**src/include/phy_regs_map.svh**
```systemverilog
// Register offsets, field positions and reset values of the status bank
// ****************************************************************
// Functional notes
// Interrupt polarity bit resets to 1; 1 drives pin active low, 0 high.
// Force bit 2 drives the interrupt pin asserted regardless of events.
// Global interrupt enable resets to 1; when 0, events never assert pin.
// Register A: status upper byte, enables lower byte; link quality etc.
// Register B: voltage, temperature, sleep, polarity, not-one-hot events.
// Register C: ack, tx-valid clear, reset done, no frame, wake, power.
// Reset-done enable resets to 1, register C resets to 0008h.
// Bit 7 of summary shows the interrupt pin has been asserted.
// Bit 0 of summary reads 1 only while link up; drop is latched.
// Duplex bit resets to 1; 1 full duplex, 0 half duplex.
// Bit 3 reads 1 while interface loopback is active.
// Sticky pattern-lock-lost bit 10 set on lock loss; zero write clears.
// Bit 8 reads 1 when the core is in normal power mode.
// Seven-bit one-hot loopback selector plus bit 7 digital loopback enable.
// Strapped five-bit station address latched at reset, read in bits 4-0.
// Writing 1 to bit 15 starts cable test; bit self-clears once running.
// Auto-run bit 14 starts cable test on every link-down event.
// Self-clearing bit 15 resets core and register file to defaults; the cable-test start bit tdr_start_r is not cleared.
// Self-clearing bit 14 resets only the core, registers kept.
// Management frames without preamble are accepted.
// Pin asserts when global enable and any enabled status bit set.
// At test end, set done status, and fail status if run failed.
// ****************************************************************
`ifndef PHY_REGS_MAP_SVH
`define PHY_REGS_MAP_SVH
`define OFS_SUMMARY      5'h10
`define OFS_PIN_CFG      5'h11
`define OFS_IRQ_A        5'h12
`define OFS_IRQ_B        5'h13
`define OFS_LOOP_PWR     5'h16
`define OFS_IRQ_C        5'h18
`define OFS_STRAP        5'h19
`define OFS_TDR          5'h1E
`define OFS_SWRST        5'h1F
`define RST_PIN_CFG      16'h000B
`define RST_IRQ_C_EN     8'h08
`define BIT_POLARITY     3
`define BIT_FORCE        2
`define BIT_INT_EN       1
`define BIT_SUM_INT      7
`define BIT_SUM_LOOP     3
`define BIT_SUM_DUPLEX   2
`define BIT_SUM_LINK     0
`define BIT_PRBS_LOSS    10
`define BIT_CORE_PWR     8
`define BIT_DIG_PCS_LOOP 7
`define BIT_TDR_START    15
`define BIT_TDR_AUTO     14
`define BIT_TDR_DONE     1
`define BIT_TDR_FAIL     0
`define BIT_GLOBAL_RST   15
`define BIT_CORE_RST     14
`define MASK_IRQ_A       8'hEC
`define MASK_IRQ_B       8'hCF
`define MASK_IRQ_C       8'hCF
`define MASK_PIN_CFG     16'hF77F
`define CNT_HDR_LAST     5'hC
`define CNT_TA_LAST      5'h1
`define CNT_DATA_LAST    5'hF
`define OP_READ          2'h2
`endif

```
**src/include/phy_regs_pkg.sv**
```systemverilog
// Types shared by the status bank
package phy_regs_pkg;
  typedef logic [15:0] reg_word_t;
  typedef logic [4:0]  reg_addr_t;
  typedef enum logic [3:0] {
    MDIO_IDLE = 4'h1,
    MDIO_HDR  = 4'h2,
    MDIO_DATA = 4'h4,
    MDIO_WAIT = 4'h8
  } mdio_state_e;
endpackage : phy_regs_pkg

```
**src/core/phy_irq_status_control_regs.sv**
```systemverilog
// Management register bank: interrupts, loopback, cable test, soft resets
`timescale 1ns/1ps
`include "phy_regs_map.svh"
module phy_irq_status_control_regs
  import phy_regs_pkg::*;
(
  input  wire logic        sys_clk,
  input  wire logic        arst_n,
  input  wire logic        mdc,
  input  wire logic        mdio_in,
  output      logic        mdio_out,
  output      logic        mdio_oe,
  input  wire logic [4:0]  strap_addr_pin,
  input  wire logic [7:0]  event_a,
  input  wire logic [7:0]  event_b,
  input  wire logic [7:0]  event_c,
  input  wire logic        link_up,
  input  wire logic        duplex_full,
  input  wire logic        mii_loop_active,
  input  wire logic        prbs_lock_lost,
  input  wire logic        core_normal_power,
  input  wire logic        tdr_busy,
  input  wire logic        tdr_end,
  input  wire logic        tdr_end_fail,
  output      logic        tdr_launch,
  output      logic        core_reset,
  output      logic [6:0]  loopback_select,
  output      logic        dig_pcs_loopback,
  output      logic        irq_pin
);

  // ****************************************************************
  // Pin synchronisers, three stages, change taken when stages 2 and 3 agree
  // ****************************************************************
  logic [2:0] mdc_s_r;
  logic [2:0] mdio_s_r;
  logic       mdc_r;
  logic       mdio_r;
  logic       mdc_q_r;

  always_ff @(posedge sys_clk or negedge arst_n)
  begin
    if (!arst_n)
    begin
      mdc_s_r  <= 3'h0;
      mdio_s_r <= 3'h7;
      mdc_r    <= 1'b0;
      mdio_r   <= 1'b1;
      mdc_q_r  <= 1'b0;
    end
    else
    begin
      mdc_s_r  <= {mdc_s_r[1:0], mdc};
      mdio_s_r <= {mdio_s_r[1:0], mdio_in};
      if (mdc_s_r[1] == mdc_s_r[2])
        mdc_r <= mdc_s_r[2];
      if (mdio_s_r[1] == mdio_s_r[2])
        mdio_r <= mdio_s_r[2];
      mdc_q_r <= mdc_r;
    end
  end

  logic mdc_rise;
  logic mdc_fall;
  assign mdc_rise = mdc_r & ~mdc_q_r;
  assign mdc_fall = ~mdc_r & mdc_q_r;

  // ****************************************************************
  // Serial management slave, preamble optional
  // ****************************************************************
  mdio_state_e state_r;
  logic [13:0] hdr_r;
  logic [4:0]  cnt_r;
  logic [15:0] shift_r;
  logic        is_read_r;
  logic        wr_stb;
  logic [4:0]  wr_addr_r;
  logic [15:0] wr_data;
  reg_word_t   rd_word;

  // Frame start is a 0 then 1 after idle ones; no preamble count needed. R20
  always_ff @(posedge sys_clk or negedge arst_n)
  begin
    if (!arst_n)
    begin
      state_r   <= MDIO_IDLE;
      hdr_r     <= 14'h0;
      cnt_r     <= 5'h0;
      shift_r   <= 16'h0;
      is_read_r <= 1'b0;
      wr_addr_r <= 5'h0;
      mdio_oe   <= 1'b0;
      mdio_out  <= 1'b1;
    end
    else
    begin
      case (state_r)
        MDIO_IDLE:
        begin
          mdio_oe <= 1'b0;
          if (mdc_rise && !mdio_r)
          begin
            state_r <= MDIO_HDR;
            cnt_r   <= 5'h0;
          end
        end
        MDIO_HDR:
        begin
          if (mdc_rise)
          begin
            hdr_r <= {hdr_r[12:0], mdio_r};
            cnt_r <= cnt_r + 5'h1;
            if (cnt_r == 5'h0 && !mdio_r)
              state_r <= MDIO_IDLE;
            else if (cnt_r == `CNT_HDR_LAST)
            begin
              is_read_r <= hdr_r[10:9] == `OP_READ;
              wr_addr_r <= {hdr_r[3:0], mdio_r};
              state_r   <= MDIO_WAIT;
              cnt_r     <= 5'h0;
            end
          end
        end
        MDIO_WAIT:
        begin
          if (is_read_r)
          begin
            if (mdc_fall)
            begin
              cnt_r <= cnt_r + 5'h1;
              if (cnt_r == `CNT_TA_LAST)
              begin
                mdio_oe  <= 1'b1;
                mdio_out <= rd_word[15];
                shift_r  <= {rd_word[14:0], 1'b0};
                cnt_r    <= 5'h0;
                state_r  <= MDIO_DATA;
              end
            end
          end
          else if (mdc_rise)
          begin
            cnt_r <= cnt_r + 5'h1;
            if (cnt_r == `CNT_TA_LAST)
            begin
              cnt_r   <= 5'h0;
              state_r <= MDIO_DATA;
            end
          end
        end
        MDIO_DATA:
        begin
          if (is_read_r && mdc_fall)
          begin
            cnt_r    <= cnt_r + 5'h1;
            mdio_out <= shift_r[15];
            shift_r  <= {shift_r[14:0], 1'b0};
            if (cnt_r == `CNT_DATA_LAST)
            begin
              mdio_oe <= 1'b0;
              state_r <= MDIO_IDLE;
            end
          end
          else if (!is_read_r && mdc_rise)
          begin
            cnt_r   <= cnt_r + 5'h1;
            shift_r <= {shift_r[14:0], mdio_r};
            if (cnt_r == `CNT_DATA_LAST)
              state_r <= MDIO_IDLE;
          end
        end
        default:
          state_r <= MDIO_IDLE;
      endcase
    end
  end

  assign wr_stb  = (state_r == MDIO_DATA) && !is_read_r && mdc_rise
                   && (cnt_r == `CNT_DATA_LAST);
  assign wr_data = {shift_r[14:0], mdio_r};

  function automatic logic hit(input logic [4:0] ofs);
    hit = wr_stb && (wr_addr_r == ofs);
  endfunction : hit

  // ****************************************************************
  // Register file
  // ****************************************************************
  logic        glob_rst_r;
  logic [15:0] pin_cfg_r;
  logic [7:0]  en_a_r;
  logic [7:0]  en_b_r;
  logic [7:0]  en_c_r;
  logic [7:0]  st_a_r;
  logic [7:0]  st_b_r;
  logic [7:0]  st_c_r;
  logic [7:0]  loop_r;
  logic        prbs_loss_r;
  logic        tdr_auto_r;
  logic        tdr_start_r;
  logic        tdr_done_r;
  logic        tdr_fail_r;
  logic        link_latch_r;
  logic        int_seen_r;
  logic [4:0]  strap_r;
  logic        strap_take_r;
  logic        link_q_r;
  logic        irq_level;

  // Writable fields; global soft reset returns them to defaults. R18
  always_ff @(posedge sys_clk or negedge arst_n)
  begin
    if (!arst_n)
    begin
      pin_cfg_r  <= `RST_PIN_CFG;
      en_a_r     <= 8'h00;
      en_b_r     <= 8'h00;
      en_c_r     <= `RST_IRQ_C_EN;
      loop_r     <= 8'h00;
      tdr_auto_r <= 1'b0;
    end
    else if (glob_rst_r)
    begin
      pin_cfg_r  <= `RST_PIN_CFG;
      en_a_r     <= 8'h00;
      en_b_r     <= 8'h00;
      en_c_r     <= `RST_IRQ_C_EN;
      loop_r     <= 8'h00;
      tdr_auto_r <= 1'b0;
    end
    else
    begin
      if (hit(`OFS_PIN_CFG))
        pin_cfg_r <= wr_data & `MASK_PIN_CFG;
      if (hit(`OFS_IRQ_A))
        en_a_r <= wr_data[7:0];
      if (hit(`OFS_IRQ_B))
        en_b_r <= wr_data[7:0];
      if (hit(`OFS_IRQ_C))
        en_c_r <= wr_data[7:0];
      if (hit(`OFS_LOOP_PWR))
        loop_r <= wr_data[7:0];
      if (hit(`OFS_TDR))
        tdr_auto_r <= wr_data[`BIT_TDR_AUTO];
    end
  end

  // Event status bits latch until a global reset
  always_ff @(posedge sys_clk or negedge arst_n)
  begin
    if (!arst_n)
    begin
      st_a_r <= 8'h00;
      st_b_r <= 8'h00;
      st_c_r <= 8'h00;
    end
    else if (glob_rst_r)
    begin
      st_a_r <= 8'h00;
      st_b_r <= 8'h00;
      st_c_r <= 8'h00;
    end
    else
    begin
      st_a_r <= st_a_r | (event_a & `MASK_IRQ_A);
      st_b_r <= st_b_r | (event_b & `MASK_IRQ_B);
      st_c_r <= st_c_r | (event_c & `MASK_IRQ_C);
    end
  end

  // Sticky lock loss: set wins over a zero write
  always_ff @(posedge sys_clk or negedge arst_n)
  begin
    if (!arst_n)
      prbs_loss_r <= 1'b0;
    else if (prbs_lock_lost)
      prbs_loss_r <= 1'b1;
    else if (glob_rst_r)
      prbs_loss_r <= 1'b0;
    else if (hit(`OFS_LOOP_PWR) && !wr_data[`BIT_PRBS_LOSS])
      prbs_loss_r <= 1'b0;
  end

  // Link flag latches low until the summary is read with link up
  logic rd_summary;
  assign rd_summary = (state_r == MDIO_WAIT) && is_read_r && mdc_fall
                      && (cnt_r == `CNT_TA_LAST)
                      && (wr_addr_r == `OFS_SUMMARY);

  always_ff @(posedge sys_clk or negedge arst_n)
  begin
    if (!arst_n)
    begin
      link_latch_r <= 1'b0;
      int_seen_r   <= 1'b0;
    end
    else
    begin
      if (!link_up || glob_rst_r)
        link_latch_r <= 1'b0;
      else if (rd_summary || link_latch_r)
        link_latch_r <= 1'b1;
      // Global reset wins over the stale pin level of its own cycle
      if (glob_rst_r)
        int_seen_r <= 1'b0;
      else if (irq_level)
        int_seen_r <= 1'b1;
      else if (rd_summary)
        int_seen_r <= 1'b0;
    end
  end

  // Strap captured by a clocked process after reset release
  always_ff @(posedge sys_clk or negedge arst_n)
  begin
    if (!arst_n)
    begin
      strap_r      <= 5'h00;
      strap_take_r <= 1'b1;
    end
    else if (strap_take_r)
    begin
      strap_r      <= strap_addr_pin;
      strap_take_r <= 1'b0;
    end
  end

  // ****************************************************************
  // Cable test and soft resets
  // ****************************************************************
  always_ff @(posedge sys_clk or negedge arst_n)
  begin
    if (!arst_n)
    begin
      tdr_start_r <= 1'b0;
      tdr_done_r  <= 1'b0;
      tdr_fail_r  <= 1'b0;
      link_q_r    <= 1'b0;
    end
    else
    begin
      link_q_r <= link_up;
      if (hit(`OFS_TDR) && wr_data[`BIT_TDR_START])
        tdr_start_r <= 1'b1;
      else if (tdr_start_r && (tdr_busy || tdr_end))
        tdr_start_r <= 1'b0;
      if (tdr_launch || glob_rst_r)
      begin
        tdr_done_r <= 1'b0;
        tdr_fail_r <= 1'b0;
      end
      if (tdr_end)
      begin
        tdr_done_r <= 1'b1;
        tdr_fail_r <= tdr_end_fail;
      end
    end
  end

  assign tdr_launch = (tdr_start_r && !tdr_busy)
                      || (tdr_auto_r && link_q_r && !link_up);

  always_ff @(posedge sys_clk or negedge arst_n)
  begin
    if (!arst_n)
    begin
      glob_rst_r <= 1'b0;
      core_reset <= 1'b0;
    end
    else
    begin
      glob_rst_r <= hit(`OFS_SWRST) && wr_data[`BIT_GLOBAL_RST];
      core_reset <= hit(`OFS_SWRST)
                    && (wr_data[`BIT_GLOBAL_RST] || wr_data[`BIT_CORE_RST]);
    end
  end

  // ****************************************************************
  // Interrupt pin and outputs
  // ****************************************************************
  logic any_pending;
  assign any_pending = |(st_a_r & en_a_r) | |(st_b_r & en_b_r)
                       | |(st_c_r & en_c_r);
  assign irq_level = pin_cfg_r[`BIT_FORCE]
                     || (pin_cfg_r[`BIT_INT_EN] && any_pending);

  always_ff @(posedge sys_clk or negedge arst_n)
  begin
    if (!arst_n)
    begin
      irq_pin          <= 1'b1;
      loopback_select  <= 7'h00;
      dig_pcs_loopback <= 1'b0;
    end
    else
    begin
      irq_pin          <= irq_level ^ pin_cfg_r[`BIT_POLARITY];
      loopback_select  <= loop_r[6:0];
      dig_pcs_loopback <= loop_r[`BIT_DIG_PCS_LOOP];
    end
  end

  // Read mux
  always_comb
  begin
    rd_word = 16'h0000;
    case (wr_addr_r)
      `OFS_SUMMARY:
      begin
        rd_word[`BIT_SUM_INT]    = int_seen_r;
        rd_word[`BIT_SUM_LOOP]   = mii_loop_active;
        rd_word[`BIT_SUM_DUPLEX] = duplex_full;
        rd_word[`BIT_SUM_LINK]   = link_latch_r & link_up;
      end
      `OFS_PIN_CFG: rd_word = pin_cfg_r;
      `OFS_IRQ_A:   rd_word = {st_a_r, en_a_r};
      `OFS_IRQ_B:   rd_word = {st_b_r, en_b_r};
      `OFS_IRQ_C:   rd_word = {st_c_r, en_c_r};
      `OFS_LOOP_PWR:
      begin
        rd_word[7:0]            = loop_r;
        rd_word[`BIT_PRBS_LOSS] = prbs_loss_r;
        rd_word[`BIT_CORE_PWR]  = core_normal_power;
      end
      `OFS_STRAP: rd_word[4:0] = strap_r;
      `OFS_TDR:
      begin
        rd_word[`BIT_TDR_START] = tdr_start_r;
        rd_word[`BIT_TDR_AUTO]  = tdr_auto_r;
        rd_word[`BIT_TDR_DONE]  = tdr_done_r;
        rd_word[`BIT_TDR_FAIL]  = tdr_fail_r;
      end
      default: rd_word = 16'h0000;
    endcase
  end

endmodule : phy_irq_status_control_regs

```
**config.mk**
```make
export PLATFORM = sky130hd
export DESIGN_NAME = phy_irq_status_control_regs
export DESIGN_NICKNAME = d
export VERILOG_FILES = /design/src/include/phy_regs_pkg.sv /design/src/core/phy_irq_status_control_regs.sv
export VERILOG_INCLUDE_DIRS = /design/src /design/src/include
export SDC_FILE = /design/constraint.sdc
export NUM_CORES = 1
export LEC_CHECK = 0
export BUFFER_PORTS_ARGS = -buffer_cell sky130_fd_sc_hd__buf_2
export CAP_MARGIN = 10
export CORE_ASPECT_RATIO = 1.75
export CORE_MARGIN = 4
export CORE_UTILIZATION = 54
export DETAILED_ROUTE_END_ITERATION = 8
export PLACE_DENSITY = 0.76
export SETUP_SLACK_MARGIN = 0.02
export SYNTH_ARGS = -nofsm -noshare
export SYNTH_HDL_FRONTEND = slang
export SYNTH_SLANG_ARGS = --single-unit
```
**constraint.sdc**
```tcl
create_clock -name sys_clk -period 2 [get_ports sys_clk]
set_clock_uncertainty 0.15 [all_clocks]
set_input_delay 0.1 -clock sys_clk [delete_from_list [all_inputs] [get_ports sys_clk]]
set_output_delay 0.1 -clock sys_clk [all_outputs]
set_load 0.02 [all_outputs]
```
# After elaboration in Yosys (flattened, before gate mapping)

Index checks and enable logic that the tools add are counted.
Widths: inputs -> output; s select.

Memories: 0
Bits in writable memories: 0
Input bits: 41
Flip-flop bits (word level): 150
Bits in latches: 0
Word-level logic and storage cells: 225
Memory bits (read-only): 0
Output and inout port bits: 13

Equality and inequality tests: 30
Reductions and logical operators: 64
$lt $le $gt $ge: 0
Muxes and demuxes: 79
Bitwise logic cells: 15
Shifts and indexed selects: 0
Add/sub/neg operators: 1
Divide/modulo/power cells: 0
$mul: 0

Operators by type and width:

| kind               | count |
|---|---|
| $mux 16            | 7 |
| $mux 8             | 11 |
| $mux 5             | 10 |
| $eq 5x5->1 const B | 9 |
| $mux 4             | 11 |
| $pmux 16 s2        | 1 |
| $logic_and 1x1->1  | 27 |
| $and 8x8->8        | 3 |
| $mux 1             | 24 |
| $or 8x8->8         | 3 |
| $reduce_or 8->1    | 3 |
| $pmux 2 s5         | 2 |
| $pmux 5 s4         | 1 |
| $reduce_bool 2->1  | 10 |
| $reduce_and 6->1   | 3 |
| $pmux 4 s4         | 1 |
| $pmux 2 s7         | 1 |
| $ne 2x2->1 const B | 6 |
| $ne 3x3->1 const B | 4 |
| $pmux 1 s6         | 2 |
| $pmux 3 s4         | 1 |
| $eq 5x4->1 const B | 2 |
| $pmux 1 s5         | 2 |
| $reduce_and 5->1   | 2 |
| 25 further kinds   | 43 |

# Longest topological paths before layout

Gate-level depths: netlist (run 1).

Depth in word-level cells: 9
Depth in mapped cells: 8
Mapped depth without buffers: 7

# Least setup slack after synthesis (run 1)

Ideal clock, no wire load.

Path type: register to register
Start: register cnt_r[1]
End: register cnt_r[3]
Data arrival time: 1.851 ns
Period minus slack after synthesis: 2.129 ns
Required time: 1.722 ns
Buffers on the path: 0
Path slack: -0.129 ns
Cell stages (with the launch flop): 8
Setup time: 0.128 ns
Cell sequence: dfrtp_1 > inv_1 > ha_1 > or4b_2 > a221oi_2 > nor2b_1 > o21ai_0 > o31ai_1

Word-level cells in the longest chain between the ends: 5
Elaborated cells between the ends (all ways): 15
Those cells by class: add/sub (1); eq/ne (2); mux (10); reduce/logical (2)

RTL lines:

| element                                   | line                                                                                                       | RTL |
|---|---|---|
| start, declared                           | phy_irq_status_control_regs.sv:73                                                                          | `logic [4:0] cnt_r;` |
| start signal, assigned                    | phy_irq_status_control_regs.sv:112                                                                         | `cnt_r <= cnt_r + 5'h1;` |
| start signal, assigned                    | phy_irq_status_control_regs.sv:130                                                                         | `cnt_r <= cnt_r + 5'h1;` |
| start signal, assigned                    | phy_irq_status_control_regs.sv:143                                                                         | `cnt_r <= cnt_r + 5'h1;` |
| $add 5x1->5, or another cell as far along | n/a                                                                                                        |  |
| $mux 5, or another cell as far along      | phy_irq_status_control_regs.sv:131, phy_irq_status_control_regs.sv:144                                     |  |
| $mux 5 (on tied branches)                 | phy_irq_status_control_regs.sv:141, phy_irq_status_control_regs.sv:113, phy_irq_status_control_regs.sv:128 |  |
| $mux 5 (on tied branches)                 | phy_irq_status_control_regs.sv:126, phy_irq_status_control_regs.sv:109                                     |  |
| $pmux 5 s4 (*)                            | phy_irq_status_control_regs.sv:97                                                                          | `case (state_r)` |

Mark *: on every way between the ends. The rest lies on a longest branch, timed or not. The select of a mux whose other input is x is not followed.
A chain may end at the register's enable or synchronous reset.

# Final worst setup path (run 1)

Start: register state_r[1]
End: register cnt_r[4]

Word-level cells in the longest chain between the ends: 3
Elaborated cells between the ends (all ways): 12
Those cells by class: eq/ne (9); mux (1); reduce/logical (2)

RTL lines:

| element                                                   | line                               | RTL |
|---|---|---|
| start, declared                                           | phy_irq_status_control_regs.sv:71  | `mdio_state_e state_r;` |
| start signal, assigned                                    | phy_irq_status_control_regs.sv:86  | `state_r <= MDIO_IDLE;` |
| start signal, assigned                                    | phy_irq_status_control_regs.sv:103 | `state_r <= MDIO_HDR;` |
| start signal, assigned                                    | phy_irq_status_control_regs.sv:114 | `state_r <= MDIO_IDLE;` |
| $eq 4x3->1, or another cell as far along                  | phy_irq_status_control_regs.sv:97  |  |
| $ne 3x3->1 (no source line), or another cell as far along | n/a                                |  |
| $reduce_and 6->1 (no source line)                         | n/a                                |  |

Parallel ways exist; a longest one is shown, timed or not.

==> metrics, run 1 <==
Tcrit/Tclk final=112%; total power=8.98 mW; status=finished with violations; Total GRT Usage=31.4%; final setup TNS=-10.62 ns; Final ANT Viol Nets=0; Critical Path Slowest Stage Cell=dfrtp_2; Hold Vio Cnt, Final=0; min Tclk post-route=2.23 ns; Row Count=52; Port Buf Inserts=46; Iter 0 DRT Violations=607; sequential fraction of the synthesis area=~55%; CTS Buf Count=17; clock buffer depth=2; CTS tree=yes; xor and xnor fraction of the mapped netlist area=less than 1%; WP data required=around 2.2 ns; largest net degree at the start of global routing=59; Most used DFF post-synth=dfrtp_1; Setup WS pre-CTS=-0.247 ns; delay-heaviest family, CP=buffers and inverters; combinational family with the most area after synthesis=simple AND/OR/NAND/NOR gates; clock root buffer=clkbuf_16; htree depth=4; Warnings, synthesis=0; Post-Synthesis Net Count=640; Hold Crit Class=in -> reg; post-route cell area=slightly above 0.009 mm²; Crit path depth=11; Mapped Cells=595; worst slew pin tran=between 0.5 and 0.6 ns; Initial Util=55.4%; syn_area_per_cell=10.8 µm²; FF+latch count, synth=about 140; Synth area leader=dfrtp_1; RSZ-0062 raised after global routing=yes; Core Region=~0.012 mm²; Adder-Cell Fraction of Synth Area=under 10%; async set or reset register ratio after synthesis=between 90% and 100%; placed cell areas=0.00739 mm²; Die Area=between 0.01 and 0.015 mm²; DRC violations left=0; layout cells sized above 1=between 40% and 50%; total global routing overflow=0; Skew-Pair Late Insertion Delay=around 0.43 ns; Post-synth EDFFs=0; VDD IR-drop max=~1000 µV; Synth Area in Compound Gates=13.6%; DP Cell Count=814; commonest non-fill, non-tap cell in the layout=dfrtp_1; Crit Path Max Fanout=4; Slew headroom=63.7%; WL/cell=approximately 26 µm; via/cell ratio=about 6.6; die width=around 90 µm; vias in the first global route=6,131; Finished Layout Cells=905; Critical Path Sink Type=flip-flop; pwr/cell area=a little under 1000 mW/mm²; f_max=around 450 MHz; Setup CP Type=reg -> reg; Synth area leaders=dfrtp_1 (50%), mux2i_1 (5.6%), nor2_1 (5.0%); Via Count=6,018; dpl hpwl=approximately 13 mm; Finish-stage setup viols=just under 100; max cap viols=0; mux share of post-synthesis cell area=between 10% and 20%; Final #Nets=about 800; # IOs=54; crit path DAT=2.41 ns; Synth cell types=68; most frequent cells in the layout=dfrtp_1 (124), nor2_1 (80), buf_4 (57); Post-Route WL=about 23 mm; worst reg-to-reg path cell count=11; ant diodes=0; Die H=~150 µm; initial antenna violation count=0; worst hold stages=4; Leak=about 4.0 nW; crit-path max cell delay=between 0.4 and 0.5 ns; post-synth top area share=50.3%; worst setup margin=-0.232 ns; clock transition at the registers of the reported paths=around 0.06 ns; GPL Wtd Cong=about 0.97; Mapped Area=approximately 0.0064 mm²; clk sink count=141; drt first pass iters=7; CP Buf/Inv Count=6; critical path launch point type=flip-flop; Pins Over Slew Limit=0; failing checks=setup timing; area grow syn2layout=43.4%; Post-Synth Simple-Gate Area=around 17%; first-pass GRT wire length=between 30 and 40 mm; critical path, cell by cell=buf_6 -> nor4b_4 -> buf_6 -> buf_12 -> o21ai_4 -> buf_6 -> o221ai_4 -> buf_6 -> buf_6 -> nand2_2 -> o31ai_1; most frequent cell on the critical path=buf_6
-- path summary, 6_finish.rpt --
path	startpoint	end	slack, ns
hold / removal	duplex_full	shift_r[3]	0.01
max in group asynchronous	arst_n	state_r[0]	0.92
setup reg to reg	state_r[1]	cnt_r[4]	-0.23
hold reg to reg	mdio_s_r[0]	mdio_s_r[1]	0.22
setup / recovery	state_r[1]	cnt_r[4]	-0.23
min in group asynchronous	arst_n	loopback_select[2]	0.05
-- layout make-up --
class | instances | area, µm²
repair buffers | 176 | 1560
well taps | 135 | 169
clock inverters | 10 | 136
multi-input cells | 413 | 3280
flip-flops and latches | 141 | 3550
inverters | 8 | 30.0
fillers | 595 | 2380
clock buffers | 22 | 484
-- routing by layer --
metal | track usage [%] | vias up | share of wire (%)
met3 | 7.11 | 163 | 7.6
li1 | - | 2464 | -
met2 | 55.0 | 452 | 52
met4 | 21.5 | 0 | 8.4
met1 | 33.1 | 2939 | 32
met5 | 0 | - | 0
-- registers in the layout, summed over array words and instances, names as in the netlist, 7 cells and up --
name / count
loopback_select: 7
hdr_r: 11
pin_cfg_r: 14
shift_r: 16
en_c_r: 8
en_a_r: 8
loop_r: 8
en_b_r: 8
-- worst reg2reg max path, cell delays in order, from the launching register on --
cell	delay, ns
dfrtp_2	0.44
buf_6	0.13
nor4b_4	0.34
buf_6	0.18
buf_12	0.11
o21ai_4	0.05
buf_6	0.13
o221ai_4	0.19
buf_6	0.16
buf_6	0.10
nand2_2	0.05
o31ai_1	0.09
-- power breakdown --
part / internal [mW] / total (mW) / switching [mW]
Clock: 2.09 / 3.32 / 1.23
Combinational: 1.28 / 2.32 / 1.05
Sequential: 3.06 / 3.34 / 0.279
-- timing repair --
| item | CTS | global route |
|---|---|---|
| endpoints found under the hold margin | 160 | 0 |
| pin swaps | 19 | 33 |
| gates resized for setup | 82 | 98 |
| hold buffers | 32 | 0 |
| endpoints found under the setup margin | 92 | 99 |
| setup buffers | 22 | 9 |
-- cell families after synthesis --
kind of cell	Yosys count
mux	61
fa+ha+maj	6
flops	141
xor+xnor	1
compound gates	126
buf+inv	41
simple gates	218
other cells	1
-- through the flow --
stage / util, % / hold slack [ns]
after global routing: 79.5 / 0.0368
after CTS: 75.9 / 0.0134
final: 79.5 / 0.0116
after detailed placement: 63.8 / -0.0392
after global placement: 63.8 / -0.0518
after floorplan: - / -0.346
-- cell usage after synthesis (4+ instances only) --
cell type  number
nand2_1        56
mux2i_1        36
and2_1          6
a22oi_1        18
mux2_2         25
a221oi_1        6
nor3b_1         4
nor2b_1         7
inv_1           8
ha_1            4
nand3_1         7
a22o_1          4
a21oi_1        33
and4_1          4
buf_2           8
clkbuf_1       20
a222oi_1        5
and3_1          9
dfrtp_1       129
a31oi_1         5
o21ai_0        22
nand2b_1        9
nand4_1         4
dfstp_2        12
nor2_1         85
No activity file was read; power rests on OpenSTA's default activity.
==> run 2: changes to the inputs <==
--- a/config.mk
+++ b/config.mk
@@ -8,7 +8,7 @@
 export LEC_CHECK = 0
 export BUFFER_PORTS_ARGS = -buffer_cell sky130_fd_sc_hd__buf_2
 export CAP_MARGIN = 10
-export CORE_ASPECT_RATIO = 1.75
+export CORE_ASPECT_RATIO = 2
 export CORE_MARGIN = 4
 export CORE_UTILIZATION = 54
 export DETAILED_ROUTE_END_ITERATION = 8
@@ -17,3 +17,4 @@
 export SYNTH_ARGS = -nofsm -noshare
 export SYNTH_HDL_FRONTEND = slang
 export SYNTH_SLANG_ARGS = --single-unit
+export TNS_END_PERCENT = 20
==> metrics, run 2 (synthesis results as in run 1) <==
# IOs=54; dpl hpwl=roughly 14 mm; commonest non-fill, non-tap cell in the layout=dfrtp_1; clk sink count=approximately 140; Regs by FF count=shift_r: 16 flops, pin_cfg_r: 14 flops, hdr_r: 11 flops; initial antenna violation count=0; vias in the first global route=approximately 6,100; DRC violations left=0; total power=8.52 mW; Die H=around 160 µm; RSZ-0062 raised after global routing=yes; f_max=465 MHz; critical path launch point type=flip-flop; Crit Path Max Fanout=5; R2R setup slack=-0.15 ns; worst setup margin=-0.152 ns; Critical Path Sink Type=flip-flop; drt first pass iters=5; Initial Util=between 50% and 60%; layout cells sized above 1=around 37%; Hold Vio Cnt, Final=0; Pins Over Slew Limit=0; GPL Wtd Cong=~1.0; Most flops, register=shift_r; Tcrit/Tclk final=108%; Post-Route WL=roughly 20 mm; Total GRT Usage=29.3%; Leak=roughly 4 nW; WL/cell=22.0 µm; max cap viols=0; clock buffer depth=2; Row Count=56; Via Count=between 5,000 and 6,000; WP data required=~2.2 ns; Setup CP Type=reg -> reg; die width=around 85 µm; min Tclk post-route=~2.2 ns; Die Area=0.0138 mm²; Port Buf Inserts=between 40 and 50; htree depth=4; Final ANT Viol Nets=0; post-route cell area=about 0.0090 mm²; pwr/cell area=approximately 950 mW/mm²; clock transition at the registers of the reported paths=0.06 ns; Final #Nets=between 800 and 900; Slew headroom=between 60% and 70%; crit path DAT=between 2 and 2.5 ns; Finish-stage setup viols=66; Iter 0 DRT Violations=~730; final core utilization=approximately three quarters; failing checks=setup timing; clock root buffer=clkbuf_16; area grow syn2layout=40.1%; Hold Crit Class=in -> reg; total global routing overflow=0; via/cell ratio=between 6 and 7; Skew-Pair Late Insertion Delay=0.42 ns; VDD IR-drop max=between 700 and 800 µV; CTS Buf Count=17; ant diodes=0; final setup TNS=-4.44 ns; worst slew pin tran=around 0.55 ns; status=finished with violations; Setup WS pre-CTS=-0.223 ns; Core Region=about 0.012 mm²; CTS tree=yes; placed cell areas=between 0.007 and 0.008 mm²; max reg flops=16; most frequent cells in the layout=dfrtp_1 (124), nor2_1 (78), buf_4 (76); first-pass GRT wire length=a little over 30 mm; largest net degree at the start of global routing=56
==> run 2: path summary, 6_finish.rpt <==
kind | startpoint | to | depth (start not counted)
hold reg to reg | mdio_s_r[0] | mdio_s_r[1] | 0
setup reg to reg | state_r[3] | cnt_r[4] | 8
min in group asynchronous | arst_n | strap_r[3] | 2
max in group asynchronous | arst_n | pin_cfg_r[3] | 3
setup / recovery | state_r[3] | cnt_r[4] | 8
hold / removal | duplex_full | shift_r[3] | 4
==> run 2: area by class of cell <==
class,instances,area (µm²)
Tap cell,145,181
Clock inverter,12,138
Clock buffer,20,447
Sequential cell,141,3550
Fill cell,690,2710
Multi-Input combinational cell,413,3100
Inverter,8,30.0
Timing Repair Buffer,184,1550
==> run 2: metrics by stage <==
step / instances / hold slack (ns)
4_1_cts: 909 / 0.0119
6_report: 923 / 0.00786
3_5_place_dp: 832 / -0.0829
2_1_floorplan: 595 / -0.346
3_3_place_gp: 832 / -0.0934
5_1_grt: 923 / 0.0113
==> run 2: worst max-delay path, cell delays in order (launching register included) <==
cell and delay (ns):
dfrtp_2 0.44, buf_12 0.15, nor4b_4 0.39, buf_4 0.21, buf_4 0.12, a221oi_4 0.07
buf_4 0.15, buf_4 0.12, o31ai_1 0.25
==> run 2: routing by layer <==
layer / vias to the layer above / track usage [%] / part of all wire [%]
li1: 2477 / - / -
met1: 2814 / 29.3 / 33
met2: 276 / 52.1 / 52
met3: 128 / 5.94 / 5.5
met4: 0 / 21.8 / 9.6
met5: - / 0 / 0
==> run 2: power by group <==
| part | leakage (nW) | internal [mW] | switching (mW) |
|---|---|---|---|
| Combinational | 1.86 | 1.21 | 0.892 |
| Sequential | 1.77 | 3.06 | 0.253 |
| Clock | 0.281 | 1.88 | 1.23 |
| Total | 3.90 | 6.14 | 2.38 |
==> run 2: timing repair <==
| action | CTS | global route |
|---|---|---|
| setup buffers | 13 | 14 |
| pin swaps | 16 | 17 |
| hold endpoints to repair | 160 | 0 |
| setup endpoints to repair | 84 | 94 |
| hold buffers | 32 | 0 |
| resized for setup | 45 | 72 |
